### config.mk
export PLATFORM = sky130hd
export DESIGN_NAME = cfa_fifo_port
export DESIGN_NICKNAME = d
export VERILOG_FILES = /design/src/verilog/cfa_pkg.sv /design/src/verilog/cfa_fclk_gen.sv /design/src/verilog/cfa_fifo_port.sv
export VERILOG_INCLUDE_DIRS = /design/src /design/src/verilog
export SDC_FILE = /design/constraint.sdc
export NUM_CORES = 1
export LEC_CHECK = 0
export BUFFER_PORTS_ARGS = -buffer_cell sky130_fd_sc_hd__buf_4
export CAP_MARGIN = 20
export CORE_ASPECT_RATIO = 1.2
export CORE_UTILIZATION = 38
export CTS_BUF_LIST = sky130_fd_sc_hd__clkbuf_8
export DETAILED_ROUTE_END_ITERATION = 10
export PLACE_DENSITY_LB_ADDON = 0.05
export SLEW_MARGIN = 20
export SYNTH_ARGS = -nofsm -noshare
export SYNTH_HDL_FRONTEND = slang
export SYNTH_SLANG_ARGS = --single-unit
### constraint.sdc
create_clock -name i_clk -period 5.2 [get_ports i_clk]
set_input_delay 1.04 -clock i_clk [delete_from_list [all_inputs] [get_ports i_clk]]
set_output_delay 1.04 -clock i_clk [all_outputs]
set_load 0.02 [all_outputs]
### src/verilog/cfa_params.svh
`ifndef CFA_PARAMS_SVH
`define CFA_PARAMS_SVH

// ----------------------------------------------------------------
// Port structure
// ----------------------------------------------------------------
`define CFA_FIFO_NUM        6
`define CFA_DATA_W          32
`define CFA_SEL_W           3
`define CFA_ALMOST_WORDS    4

// ----------------------------------------------------------------
// Timing
// ----------------------------------------------------------------
`define CFA_CLK_PERIOD_NS   5
`define CFA_FCLK_PERIOD_NS  20
`define CFA_FCLK_HALF       ((`CFA_FCLK_PERIOD_NS / `CFA_CLK_PERIOD_NS) / 2)
`define CFA_FB_TIMEOUT_NS   80
`define CFA_FB_TIMEOUT      (`CFA_FB_TIMEOUT_NS / `CFA_CLK_PERIOD_NS)

`endif

### src/verilog/cfa_pkg.sv
package cfa_pkg;

`include "cfa_params.svh"

    typedef logic [`CFA_SEL_W-1:0] cfa_sel_t;

    // Transfer state of one direction, advanced at each falling FIFO clock edge
    typedef enum logic [1:0] {
        CFA_XF_IDLE,
        CFA_XF_STREAM,
        CFA_XF_CHECK
    } cfa_xfer_e;

endpackage : cfa_pkg

### src/verilog/cfa_fclk_gen.sv
`timescale 1ns/1ps

module cfa_fclk_gen #(
    parameter int unsigned HALF       = 2,
    parameter int unsigned FB_TIMEOUT = 16
) (
    // Clock and reset
    input  wire logic i_clk,
    input  wire logic i_rst_n,
    // Buffered copy of the FIFO clock
    input  wire logic i_fb,
    // Generated clock, edge events and return-clock status
    output logic      o_fclk,
    output logic      o_rise,
    output logic      o_fall,
    output logic      o_fb_ok
);

    logic [7:0] cnt;
    logic [7:0] fb_cnt;
    logic       fb_s1;
    logic       fb_s2;
    logic       fb_s3;
    logic [7:0] next_cnt;
    logic [7:0] next_fb_cnt;
    logic       next_fclk;
    logic       next_rise;
    logic       next_fall;
    logic       next_fb_ok;

    // ----------------------------------------------------------------
    // Divider and returned-clock watchdog
    // ----------------------------------------------------------------
    always_comb begin
        next_cnt  = cnt + 8'h01;
        next_fclk = o_fclk;
        if (cnt == 8'(HALF - 1)) begin
            next_cnt  = 8'h00;
            next_fclk = ~o_fclk;
        end
        next_rise   = next_fclk & ~o_fclk;
        next_fall   = ~next_fclk & o_fclk;
        // Edge taken from the second and third stages only
        next_fb_cnt = fb_cnt;
        if (fb_s2 != fb_s3) begin
            next_fb_cnt = 8'h00;
        end else if (fb_cnt != 8'(FB_TIMEOUT)) begin
            next_fb_cnt = fb_cnt + 8'h01;
        end
        next_fb_ok = (next_fb_cnt != 8'(FB_TIMEOUT));
    end

    always_ff @(posedge i_clk or negedge i_rst_n) begin
        if (!i_rst_n) begin
            cnt     <= 8'h00;
            o_fclk  <= 1'b0;
            o_rise  <= 1'b0;
            o_fall  <= 1'b0;
            fb_s1   <= 1'b0;
            fb_s2   <= 1'b0;
            fb_s3   <= 1'b0;
            fb_cnt  <= 8'h00;
            o_fb_ok <= 1'b0;
        end else begin
            cnt     <= next_cnt;
            o_fclk  <= next_fclk;
            o_rise  <= next_rise;
            o_fall  <= next_fall;
            fb_s1   <= i_fb;
            fb_s2   <= fb_s1;
            fb_s3   <= fb_s2;
            fb_cnt  <= next_fb_cnt;
            o_fb_ok <= next_fb_ok;
        end
    end

    property p_fclk_half;
        @(posedge i_clk) disable iff (!i_rst_n)
        (o_fclk != $past(o_fclk)) |-> ($past(cnt) == 8'(HALF - 1));
    endproperty
    a_fclk_half: assert property (p_fclk_half)
        else $error("FIFO clock toggled off its fixed half period");

endmodule : cfa_fclk_gen

### src/verilog/cfa_fifo_port.sv
`timescale 1ns/1ps

`include "cfa_params.svh"

// Contract
// - Up to six input and six output FIFOs are reached through one shared structure per direction.
// - The read side and the write side run independently and may transfer in the same cycle.
// - At most one input FIFO is read and at most one output FIFO is written per access.
// - Each direction gets its own continuously running fixed-frequency FIFO clock.
// - Each FIFO clock frequency stays inside the limits of the carrier in use.
// - Each FIFO has its own enable selecting it for the transfer at a FIFO clock edge.
// - At most one input FIFO has its output enable on at any time.
// - Read enable and output enable are timed to allow one 32-bit word per clock.
// - Reads stream while almost-empty is off, else one read then an empty check.
// - One common write bus drives all output FIFOs, one written at a time.
// - Write enable is timed to allow one 32-bit word per clock.
// - Writes stream while almost-full is off, else one write then a full check.
// - Buffered FIFO clocks return on clock inputs to follow the applied clock; here they only feed the o_in_fb_ok/o_out_fb_ok watchdogs.
// - Signals between unrelated clocks pass multi-stage synchronisers.
module cfa_fifo_port
    import cfa_pkg::*;
#(
    parameter int unsigned N_FIFO     = `CFA_FIFO_NUM,
    parameter int unsigned DATA_W     = `CFA_DATA_W,
    parameter int unsigned FCLK_HALF  = `CFA_FCLK_HALF,
    parameter int unsigned FB_TIMEOUT = `CFA_FB_TIMEOUT
) (
    // Clock and reset
    input  wire logic              i_clk,
    input  wire logic              i_reset_n,
    // User read side
    input  wire logic              i_rd_req,
    input  wire cfa_pkg::cfa_sel_t i_rd_sel,
    output logic                   o_rd_valid,
    output cfa_pkg::cfa_sel_t      o_rd_sel,
    output logic [DATA_W-1:0]      o_rd_data,
    // User write side
    input  wire logic              i_wr_valid,
    input  wire cfa_pkg::cfa_sel_t i_wr_sel,
    input  wire logic [DATA_W-1:0] i_wr_data,
    output logic                   o_wr_ready,
    // Input FIFO pins
    output logic                   o_in_fclk,
    input  wire logic              i_in_fclk_fb,
    output logic [N_FIFO-1:0]      o_in_en,
    output logic                   o_in_ren,
    output logic [N_FIFO-1:0]      o_in_oe,
    input  wire logic [DATA_W-1:0] i_in_data,
    input  wire logic [N_FIFO-1:0] i_in_empty,
    input  wire logic [N_FIFO-1:0] i_in_aempty,
    // Output FIFO pins
    output logic                   o_out_fclk,
    input  wire logic              i_out_fclk_fb,
    output logic [N_FIFO-1:0]      o_out_en,
    output logic                   o_out_wen,
    output logic [DATA_W-1:0]      o_out_data,
    input  wire logic [N_FIFO-1:0] i_out_full,
    input  wire logic [N_FIFO-1:0] i_out_afull,
    // Status
    output logic                   o_in_fb_ok,
    output logic                   o_out_fb_ok
);

    import cfa_pkg::*;

    function automatic logic [N_FIFO-1:0] cfa_onehot(input cfa_sel_t s);
        logic [N_FIFO-1:0] v;
        v = '0;
        for (int i = 0; i < N_FIFO; i++) begin
            if (s == cfa_sel_t'(i)) begin
                v[i] = 1'b1;
            end
        end
        return v;
    endfunction : cfa_onehot

    // ----------------------------------------------------------------
    // Reset release and clock generation
    // ----------------------------------------------------------------
    logic rst_s1;
    logic rst_n;
    logic in_rise;
    logic in_fall;
    logic out_rise;
    logic out_fall;

    always_ff @(posedge i_clk or negedge i_reset_n) begin
        if (!i_reset_n) begin
            rst_s1 <= 1'b0;
            rst_n  <= 1'b0;
        end else begin
            rst_s1 <= 1'b1;
            rst_n  <= rst_s1;
        end
    end

    cfa_fclk_gen #(.HALF(FCLK_HALF), .FB_TIMEOUT(FB_TIMEOUT)) u_in_clk (
        .i_clk   (i_clk),
        .i_rst_n (rst_n),
        .i_fb    (i_in_fclk_fb),
        .o_fclk  (o_in_fclk),
        .o_rise  (in_rise),
        .o_fall  (in_fall),
        .o_fb_ok (o_in_fb_ok)
    );

    cfa_fclk_gen #(.HALF(FCLK_HALF), .FB_TIMEOUT(FB_TIMEOUT)) u_out_clk (
        .i_clk   (i_clk),
        .i_rst_n (rst_n),
        .i_fb    (i_out_fclk_fb),
        .o_fclk  (o_out_fclk),
        .o_rise  (out_rise),
        .o_fall  (out_fall),
        .o_fb_ok (o_out_fb_ok)
    );

    // ----------------------------------------------------------------
    // Read side
    // ----------------------------------------------------------------
    cfa_xfer_e         rd_state;
    cfa_xfer_e         next_rd_state;
    logic [N_FIFO-1:0] in_empty_q;
    logic [N_FIFO-1:0] in_aempty_q;
    logic              rd_pend;
    cfa_sel_t          rd_sel_q;
    logic              rd_sel_ok;
    logic              rd_issue;
    logic              next_rd_pend;
    cfa_sel_t          next_rd_sel_q;
    logic [N_FIFO-1:0] next_in_en;
    logic [N_FIFO-1:0] next_in_oe;
    logic              next_in_ren;
    logic              next_rd_valid;
    logic [DATA_W-1:0] next_rd_data;
    cfa_sel_t          next_o_rd_sel;
    logic [N_FIFO-1:0] next_in_empty_q;
    logic [N_FIFO-1:0] next_in_aempty_q;

    always_comb begin
        rd_sel_ok = (i_rd_sel < cfa_sel_t'(N_FIFO));
        // A switch of FIFO waits until a FIFO clock edge has passed with no read
        rd_issue  = in_fall && i_rd_req && rd_sel_ok && !in_empty_q[i_rd_sel]
                    && (rd_state != CFA_XF_CHECK)
                    && (!rd_pend || i_rd_sel == rd_sel_q);
        next_rd_state    = rd_state;
        next_in_en       = o_in_en;
        next_in_oe       = o_in_oe;
        next_in_ren      = o_in_ren;
        next_rd_sel_q    = rd_sel_q;
        next_rd_pend     = rd_pend;
        next_rd_valid    = 1'b0;
        next_rd_data     = o_rd_data;
        next_o_rd_sel    = o_rd_sel;
        next_in_empty_q  = in_empty_q;
        next_in_aempty_q = in_aempty_q;
        if (in_fall) begin
            next_in_ren = rd_issue;
            next_in_en  = rd_issue ? cfa_onehot(i_rd_sel) : '0;
            next_in_oe  = rd_issue ? cfa_onehot(i_rd_sel) :
                          (rd_pend ? cfa_onehot(rd_sel_q) : '0);
            if (rd_issue) begin
                next_rd_sel_q = i_rd_sel;
                next_rd_state = in_aempty_q[i_rd_sel] ? CFA_XF_CHECK : CFA_XF_STREAM;
            end else begin
                next_rd_state = CFA_XF_IDLE;
            end
        end
        if (in_rise) begin
            next_in_empty_q  = i_in_empty;
            next_in_aempty_q = i_in_aempty;
            next_rd_pend     = o_in_ren;
            // Take the word read at this edge now: streaming replaces it at the next edge
            if (o_in_ren) begin
                next_rd_valid = 1'b1;
                next_rd_data  = i_in_data;
                next_o_rd_sel = rd_sel_q;
            end
        end
    end

    always_ff @(posedge i_clk or negedge rst_n) begin
        if (!rst_n) begin
            rd_state    <= CFA_XF_IDLE;
            o_in_en     <= '0;
            o_in_oe     <= '0;
            o_in_ren    <= 1'b0;
            rd_sel_q    <= '0;
            rd_pend     <= 1'b0;
            o_rd_valid  <= 1'b0;
            o_rd_data   <= '0;
            o_rd_sel    <= '0;
            in_empty_q  <= '1;
            in_aempty_q <= '1;
        end else begin
            rd_state    <= next_rd_state;
            o_in_en     <= next_in_en;
            o_in_oe     <= next_in_oe;
            o_in_ren    <= next_in_ren;
            rd_sel_q    <= next_rd_sel_q;
            rd_pend     <= next_rd_pend;
            o_rd_valid  <= next_rd_valid;
            o_rd_data   <= next_rd_data;
            o_rd_sel    <= next_o_rd_sel;
            in_empty_q  <= next_in_empty_q;
            in_aempty_q <= next_in_aempty_q;
        end
    end

    // ----------------------------------------------------------------
    // Write side, independent of the read side
    // ----------------------------------------------------------------
    cfa_xfer_e         wr_state;
    cfa_xfer_e         next_wr_state;
    logic [N_FIFO-1:0] out_full_q;
    logic [N_FIFO-1:0] out_afull_q;
    logic              wr_issue;
    logic [N_FIFO-1:0] next_out_en;
    logic              next_out_wen;
    logic [DATA_W-1:0] next_out_data;
    logic [N_FIFO-1:0] next_out_full_q;
    logic [N_FIFO-1:0] next_out_afull_q;

    always_comb begin
        wr_issue = out_fall && i_wr_valid && (i_wr_sel < cfa_sel_t'(N_FIFO))
                   && !out_full_q[i_wr_sel] && (wr_state != CFA_XF_CHECK);
        next_wr_state    = wr_state;
        next_out_en      = o_out_en;
        next_out_wen     = o_out_wen;
        next_out_data    = o_out_data;
        next_out_full_q  = out_full_q;
        next_out_afull_q = out_afull_q;
        if (out_fall) begin
            next_out_wen = wr_issue;
            next_out_en  = wr_issue ? cfa_onehot(i_wr_sel) : '0;
            if (wr_issue) begin
                next_out_data = i_wr_data;
                next_wr_state = out_afull_q[i_wr_sel] ? CFA_XF_CHECK : CFA_XF_STREAM;
            end else begin
                next_wr_state = CFA_XF_IDLE;
            end
        end
        if (out_rise) begin
            next_out_full_q  = i_out_full;
            next_out_afull_q = i_out_afull;
        end
    end

    always_ff @(posedge i_clk or negedge rst_n) begin
        if (!rst_n) begin
            wr_state    <= CFA_XF_IDLE;
            o_out_en    <= '0;
            o_out_wen   <= 1'b0;
            o_out_data  <= '0;
            o_wr_ready  <= 1'b0;
            out_full_q  <= '1;
            out_afull_q <= '1;
        end else begin
            wr_state    <= next_wr_state;
            o_out_en    <= next_out_en;
            o_out_wen   <= next_out_wen;
            o_out_data  <= next_out_data;
            o_wr_ready  <= wr_issue;
            out_full_q  <= next_out_full_q;
            out_afull_q <= next_out_afull_q;
        end
    end

    // ----------------------------------------------------------------
    // Checks
    // ----------------------------------------------------------------
    property p_in_en_one;
        @(posedge i_clk) disable iff (!rst_n) $onehot0(o_in_en);
    endproperty
    a_in_en_one: assert property (p_in_en_one)
        else $error("More than one input FIFO enabled");

    property p_in_oe_one;
        @(posedge i_clk) disable iff (!rst_n) $onehot0(o_in_oe);
    endproperty
    a_in_oe_one: assert property (p_in_oe_one)
        else $error("More than one input FIFO output enable on");

    property p_out_en_one;
        @(posedge i_clk) disable iff (!rst_n) $onehot0(o_out_en);
    endproperty
    a_out_en_one: assert property (p_out_en_one)
        else $error("More than one output FIFO enabled");

    property p_reset_quiet;
        @(posedge i_clk) disable iff (!i_reset_n)
        !rst_n |-> (o_in_en == '0 && o_out_en == '0 && !o_in_ren && !o_out_wen);
    endproperty
    a_reset_quiet: assert property (p_reset_quiet)
        else $error("Enable active during reset");

    property p_en_at_fall;
        @(posedge i_clk) disable iff (!rst_n)
        $changed(o_in_en) |-> $past(in_fall);
    endproperty
    a_en_at_fall: assert property (p_en_at_fall)
        else $error("Input enable changed away from a falling FIFO clock");

    property p_rd_single;
        @(posedge i_clk) disable iff (!rst_n)
        (in_fall && $past(rd_issue && in_aempty_q[i_rd_sel], FCLK_HALF * 2)) |-> !rd_issue;
    endproperty
    a_rd_single: assert property (p_rd_single)
        else $error("Read repeated without an empty check after almost-empty");

    property p_rd_capture;
        @(posedge i_clk) disable iff (!rst_n)
        (in_rise && o_in_ren) |=> (o_rd_valid && o_rd_data == $past(i_in_data));
    endproperty
    a_rd_capture: assert property (p_rd_capture)
        else $error("Read word not delivered");

    property p_wr_full;
        @(posedge i_clk) disable iff (!rst_n)
        $rose(o_wr_ready) |-> $past(!out_full_q[i_wr_sel] && out_fall);
    endproperty
    a_wr_full: assert property (p_wr_full)
        else $error("Write accepted into a full FIFO");

    property p_wr_pins;
        @(posedge i_clk) disable iff (!rst_n)
        o_wr_ready |-> (o_out_wen && o_out_data == $past(i_wr_data));
    endproperty
    a_wr_pins: assert property (p_wr_pins)
        else $error("Accepted word not on the output bus");

endmodule : cfa_fifo_port

==> run_results.csv, run 1 <==
group,metric,value,unit
synth,synth_mux_area_frac,0.165,
floorplan,fp.dieW,126,µm
power,power_per_cell_area,366,mW/mm²
worst_hold_path,hp-class,"reg2async",
power,leakage,4.27,nW
route,wl_per_cell,15.3,µm
clock_tree,hold_buffers,0,
sta,tightest_slew,0.945,ns
power,p_int,2.34,mW
clock_tree,clk_latency,0.45,ns
floorplan,fp-row-count,53,
synth,synth_edf_count,0,
floorplan,design.core.area,0.0178,mm²
critical_path,crit_fanout,41,
floorplan,dieHeight,151,µm
global_routing,antenna_found_initial,0,
sta,rsz0062_at_grt,"false",
clock_tree,cts_made_buffers,17,
sta,max_freq,355,MHz
sta,drv_slew,0,
critical_path,crit_type,"in2reg",
floorplan,num_io_pins,193,
placement,port_buffers,192,
clock_tree,cts_tree,"built",
synth,async_flop_share,1.00,
synth,synth_compound_area_frac,0.0553,
critical_path,worst_setup_path_end_kind,"flip-flop",
synth,synth_xor_area_frac,0.0401,
synth,synth_simple_gate_area_share,0.0809,
clock_tree,root_buffer,"clkbuf_8",
synth,yosysWarnings,0,
route,dr.pass1.iters,4,
global_routing,grt_pass1_wl,23.7,mm
power,p_sw,983,µW
clock_tree,h-tree-depth,4,
power,switching_share,0.296,
power,pwr-share-seq,0.489,
sta,setup_viol,0,
clock_tree,numClockSinks,169,
route,routed_via_density,4.94,
sta,finalCriticalPeriod,2.81,ns
floorplan,dieArea,0.0189,mm²
critical_path,required,5.53,ns
layout,areaGrowthSynthToFinish,29.7,%
layout,num-nets-final,833,
layout,drive_gt1_frac,0.486,
synth,synth_ff_type,"dfrtp_1",
layout,fill_cells,1597,
power,ir_worst_vdd,190,µV
synth,synth.ff_latch_count,169,
flow_run,cap_violations,0,
clock_tree,post_cts_buffers,0,
synth,synth_commonest_cells,"dfrtp_1 (145), mux2_2 (93), nor2_1 (38)",
synth,synth_top_area_share,0.519,
synth,synthMostInstantiatedCell,"dfrtp_1",
critical_path,arrival,3.15,ns
synth,ys_seq_area_frac,0.609,
route,route.final.wire_length,14.6,mm
global_routing,grt_pass1_vias,4806,
route,drt-initial-drc-count,192,
synth,synth_cell_types,51,
synth,yosys-top-cells-area,"dfrtp_1 (52%), mux2_2 (15%), dfstp_2 (9.0%)",
global_routing,gr-usage-all-layers,0.160,
sta,post-route-period-util,0.541,
route,drtAntennaViolNets,0,
placement,routabilityCongestion,0.784,
sta,tns,0,ns
sta,fin_skew,0.00958,ns
synth,netlist_area,0.00699,mm²
clock_tree,ctsResizeCount,0,
synth,synth_nets,634,
route,via_count,4714,
power,share_comb_of_total_power,0.243,
synth,synth_top_family_by_area,"multiplexers",
critical_path,worstSetupStartpointType,"input pin",
floorplan,start_util,0.393,
synth,syn_inst,522,
power,p_clk_frac,0.268,
synth,synthAdderAreaFrac,0.0215,
synth,avgSynthCellArea,13.4,µm²
sta,final_hold_viol_count,0,
global_routing,grt_max_degree,87,
placement,dpl.hpwl,10.5,mm
sta,max_slew_margin,0.370,
layout,n_antenna_cell,0,
route,drc,0,
clock_tree,cts.path.max_buffers,2,
synth,yosysTopAreaCell,"dfrtp_1",
status,status,"complete, no violations",
layout,utilization,0.510,
global_routing,overflow,0,
clock_tree,clk_pin_slew,0.09,ns
-- area by class of cell --
type	instances	area [µm²]	share of cell area
Tap cell	220	275	0.0304
Clock buffer	21	289	0.0319
Clock inverter	11	97.6	0.0108
Multi-Input combinational cell	311	2540	0.280
Inverter	27	101	0.0112
Sequential cell	169	4260	0.470
Timing Repair Buffer	195	1500	0.165
-- layout by cell type (no fill, tap or decap), drive strengths merged, types with 6 or more instances in the layout --
cell type,instances
buf,195
dfrtp,145
mux2,93
nor2,38
inv,28
dfstp,24
xnor2,22
clkbuf,21
nand2,16
nand3,14
o21ai,12
ha,12
xor2,10
nand2b,8
a21oi,8
and3,8
nor3,6
clkinv,6
-- per-stage QoR --
stage / hold slack [ns] / power (mW) / std cells / worst slack, ns / area (µm²)
6_report: 0.279 / 3.32 / 954 / 2.39 / 9060
3_5_place_dp: 0.337 / 2.46 / 921 / 1.89 / 8650
5_1_grt: 0.299 / 3.49 / 954 / 2.28 / 9060
3_3_place_gp: 0.336 / 2.44 / 921 / 1.94 / 8650
4_1_cts: 0.308 / 3.37 / 953 / 2.39 / 9040
2_1_floorplan: 0.331 / 2.08 / 522 / 0.184 / 6990
-- cell families (layout without fill, tap and decap cells) --
| family | Yosys count | after routing |
|---|---|---|
| AOI/OAI and AO/OA | 54 | 54 |
| xor gates and xnor gates | 32 | 32 |
| adders and majority gates | 12 | 12 |
| buffers and inverters | 42 | 254 |
| DFF | 169 | 169 |
| muxes | 100 | 100 |
| other | 1 | 1 |
| and+or+nand+nor | 112 | 112 |
-- sequential cells by signal, indices dropped and copies added, names as in the netlist, 8 cells and up --
| name | cells |
|---|---|
| u_in_clk.fb_cnt | 8 |
| o_out_data | 32 |
| o_rd_data | 32 |
| u_out_clk.fb_cnt | 8 |
| u_out_clk.cnt | 8 |
| u_in_clk.cnt | 8 |
-- power groups by stage --
stage | registers (mW) | logic, mW | clock network (mW)
6_report | 1.62 | 0.805 | 0.890
5_1_grt | 1.65 | 0.859 | 0.984
4_1_cts | 1.63 | 0.804 | 0.934
3_5_place_dp | 1.66 | 0.804 | 0
3_3_place_gp | 1.65 | 0.791 | 0
2_1_floorplan | 1.84 | 0.241 | 0
-- critical path: stages --
cell,delay [ns]
buf_4,0.14
mux4_2,0.50
o22ai_1,0.16
o2111a_2,0.87
mux2_2,0.43
-- path summary, 6_finish.rpt --
check                                      to          start  slack [ns]  cells past startpoint
min in group i_clk                      rst_n         rst_s1        0.35                      0
worst max register to register  o_out_data[3]  out_full_q[3]        2.79                      4
max in group asynchronous       in_empty_q[0]          rst_n        4.10                      1
worst max-delay path            o_out_data[3]    i_wr_sel[0]        2.39                      5
worst min register to register  o_out_data[6]          rst_n        0.28                      0
worst min-delay path            o_out_data[6]          rst_n        0.28                      0
-- layer usage --
| layer | wire (µm) | track usage |
|---|---|---|
| met1 | 5830 | 0.180 |
| met2 | 7580 | 0.281 |
| met3 | 946 | 0.0586 |
| met4 | 214 | 0.0566 |
| met5 | 0 | 0 |
Power figures use the tool's default switching activity.
==> run 2, diff against run 1 <==
==> constraint.sdc (replaced) <==
create_clock -name i_clk -period 2.7 [get_ports i_clk]
set_input_delay 0.54 -clock i_clk [delete_from_list [all_inputs] [get_ports i_clk]]
set_output_delay 0.54 -clock i_clk [all_outputs]
set_load 0.02 [all_outputs]
==> run_results.csv, run 2 (synthesis gave the netlist of run 1 again) <==
group,metric,value,unit
status,status,"complete, no violations",
layout,final_common_cell,"buf_4",
worst_hold_path,hold_path_depth,1,
sta,drv_slew,0,
critical_path,worst_setup_path_end_kind,"flip-flop",
layout,num-nets-final,844,
global_routing,grt_max_degree,54,
critical_path,arrival,2.39,ns
layout,utilization,0.514,
placement,dpl.hpwl,10.8,mm
route,routed_via_density,4.91,
route,dr.pass1.iters,4,
sta,tns,0,ns
placement,dp_cells,932,
sta,rsz0062_at_grt,"false",
floorplan,design.core.area,0.0178,mm²
floorplan,dieHeight,151,µm
worst_hold_path,worst_hold_path.endpoint,"u_out_clk.fb_s1",
global_routing,grt_pass1_vias,5067,
placement,routabilityCongestion,0.808,
floorplan,fp-row-count,53,
sta,max_slew_margin,0.504,
global_routing,antenna_found_initial,0,
floorplan,dieArea,0.0189,mm²
critical_path,required,3.01,ns
layout,areaGrowthSynthToFinish,30.8,%
worst_hold_path,hp-class,"in2reg",
route,via_count,4740,
sta,tightest_slew,0.744,ns
sta,fin_skew,0.0151,ns
route,route.final.wire_length,14.7,mm
layout,fill_cells,1615,
floorplan,fp.dieW,126,µm
power,ir_worst_vdd,420,µV
clock_tree,clk_pin_slew,0.09,ns
global_routing,grt_pass1_wl,24.7,mm
power,leakage,4.34,nW
global_routing,gr-usage-all-layers,0.166,
layout,n_antenna_cell,0,
critical_path,crit_fanout,7,
clock_tree,post_cts_buffers,0,
clock_tree,cts_tree,"built",
critical_path,r2r_end,"u_out_clk.o_fb_ok",
critical_path,reg2reg_from,"u_out_clk.fb_cnt[3]",
route,drt-initial-drc-count,228,
sta,setup_viol,0,
sta,max_freq,482,MHz
critical_path,worstSetupStartpointType,"flip-flop",
critical_path,rrSetupSlack,0.63,ns
layout,largestRegisters,"o_out_data (32), o_rd_data (32)",
worst_hold_path,min-delay-start,"i_out_fclk_fb",
critical_path,slowest_stage,"or4_1",
global_routing,overflow,0,
floorplan,num_io_pins,193,
sta,post-route-period-util,0.768,
critical_path,cp_cell_sequence,"nor3_1, nand2_1, nand2b_1, a311oi_1, or4_1",
critical_path,reg2reg_depth,5,
flow_run,cap_violations,0,
critical_path,crit_type,"reg2reg",
placement,port_buffers,192,
clock_tree,root_buffer,"clkbuf_8",
clock_tree,clk_latency,0.44,ns
layout,final_cell_mix,"buf_4 (203), dfrtp_1 (144), mux2_2 (93)",
route,wl_per_cell,15.3,µm
route,drtAntennaViolNets,0,
sta,finalCriticalPeriod,2.07,ns
clock_tree,cts_made_buffers,17,
power,power_per_cell_area,704,mW/mm²
floorplan,start_util,0.393,
layout,drive_gt1_frac,0.489,
clock_tree,cts.path.max_buffers,2,
route,drc,0,
clock_tree,numClockSinks,169,
layout,instances_no_fill,965,
critical_path,slowest_delay,0.48,ns
sta,final_hold_viol_count,0,
clock_tree,h-tree-depth,4,
sta,hold_ws,0.203,ns
==> run 2: per-layer routing <==
| metal | part of all wire | global-route usage | up-vias | wire, µm |
|---|---|---|---|---|
| li1 | - | - | 2244 | - |
| met4 | 0.011 | 0.0578 | 0 | 164 |
| met5 | 0 | 0 | - | 0 |
| met3 | 0.061 | 0.0554 | 13 | 900 |
| met1 | 0.42 | 0.193 | 2357 | 6140 |
| met2 | 0.51 | 0.288 | 126 | 7510 |
==> run 2: how the worst max path moves through the flow <==
| stage | startpoint | endpoint | slack [ns] | cells past startpoint |
|---|---|---|---|---|
| floorplan | i_wr_sel[0] | o_out_data[0] | 0.52 | 6 |
| global placement | i_wr_sel[0] | o_out_data[12] | 0.35 | 6 |
| detailed placement | i_wr_sel[0] | o_out_data[9] | 0.33 | 6 |
| CTS | u_out_clk.fb_cnt[3] | u_out_clk.o_fb_ok | 0.63 | 5 |
| global route | u_out_clk.fb_cnt[3] | u_out_clk.o_fb_ok | 0.42 | 5 |
| finish | u_out_clk.fb_cnt[3] | u_out_clk.o_fb_ok | 0.63 | 5 |
==> run 2: worst max-delay path, delay by kind of cell (launching register included) <==
kind	cells	cell delay (ns)
simple gates	4	1.40
compound gates	1	0.09
flops	1	0.46
==> run 2: per-stage QoR <==
step,area (µm²),total power [mW],setup slack (ns)
after floorplan,6990,4.00,0.521
after global placement,8740,4.71,0.348
final,9140,6.43,0.625
after CTS,9140,6.53,0.633
after global routing,9140,6.79,0.421
after detailed placement,8740,4.76,0.329
==> run 2: where the power goes <==
group	internal, mW	total [mW]	switching, mW
logic	0.786	1.55	0.764
registers	2.90	3.14	0.243
clock network	0.877	1.74	0.865
total	4.56	6.43	1.87
==> run 2: cell type report <==
class | count | area (µm²) | area share
flip-flops and latches | 169 | 4260 | 0.466
multi-input cells | 311 | 2540 | 0.278
repair buffers | 206 | 1570 | 0.172
clock buffers | 20 | 275 | 0.0301
well taps | 220 | 275 | 0.0301
clock inverters | 12 | 110 | 0.0120
inverters | 27 | 101 | 0.0111
==> run 2: repair_timing <==
action | CTS | global route
resized for setup | 0 | 0
setup endpoints to repair | 0 | 0
hold endpoints to repair | 2 | 0
hold buffers | 1 | 0
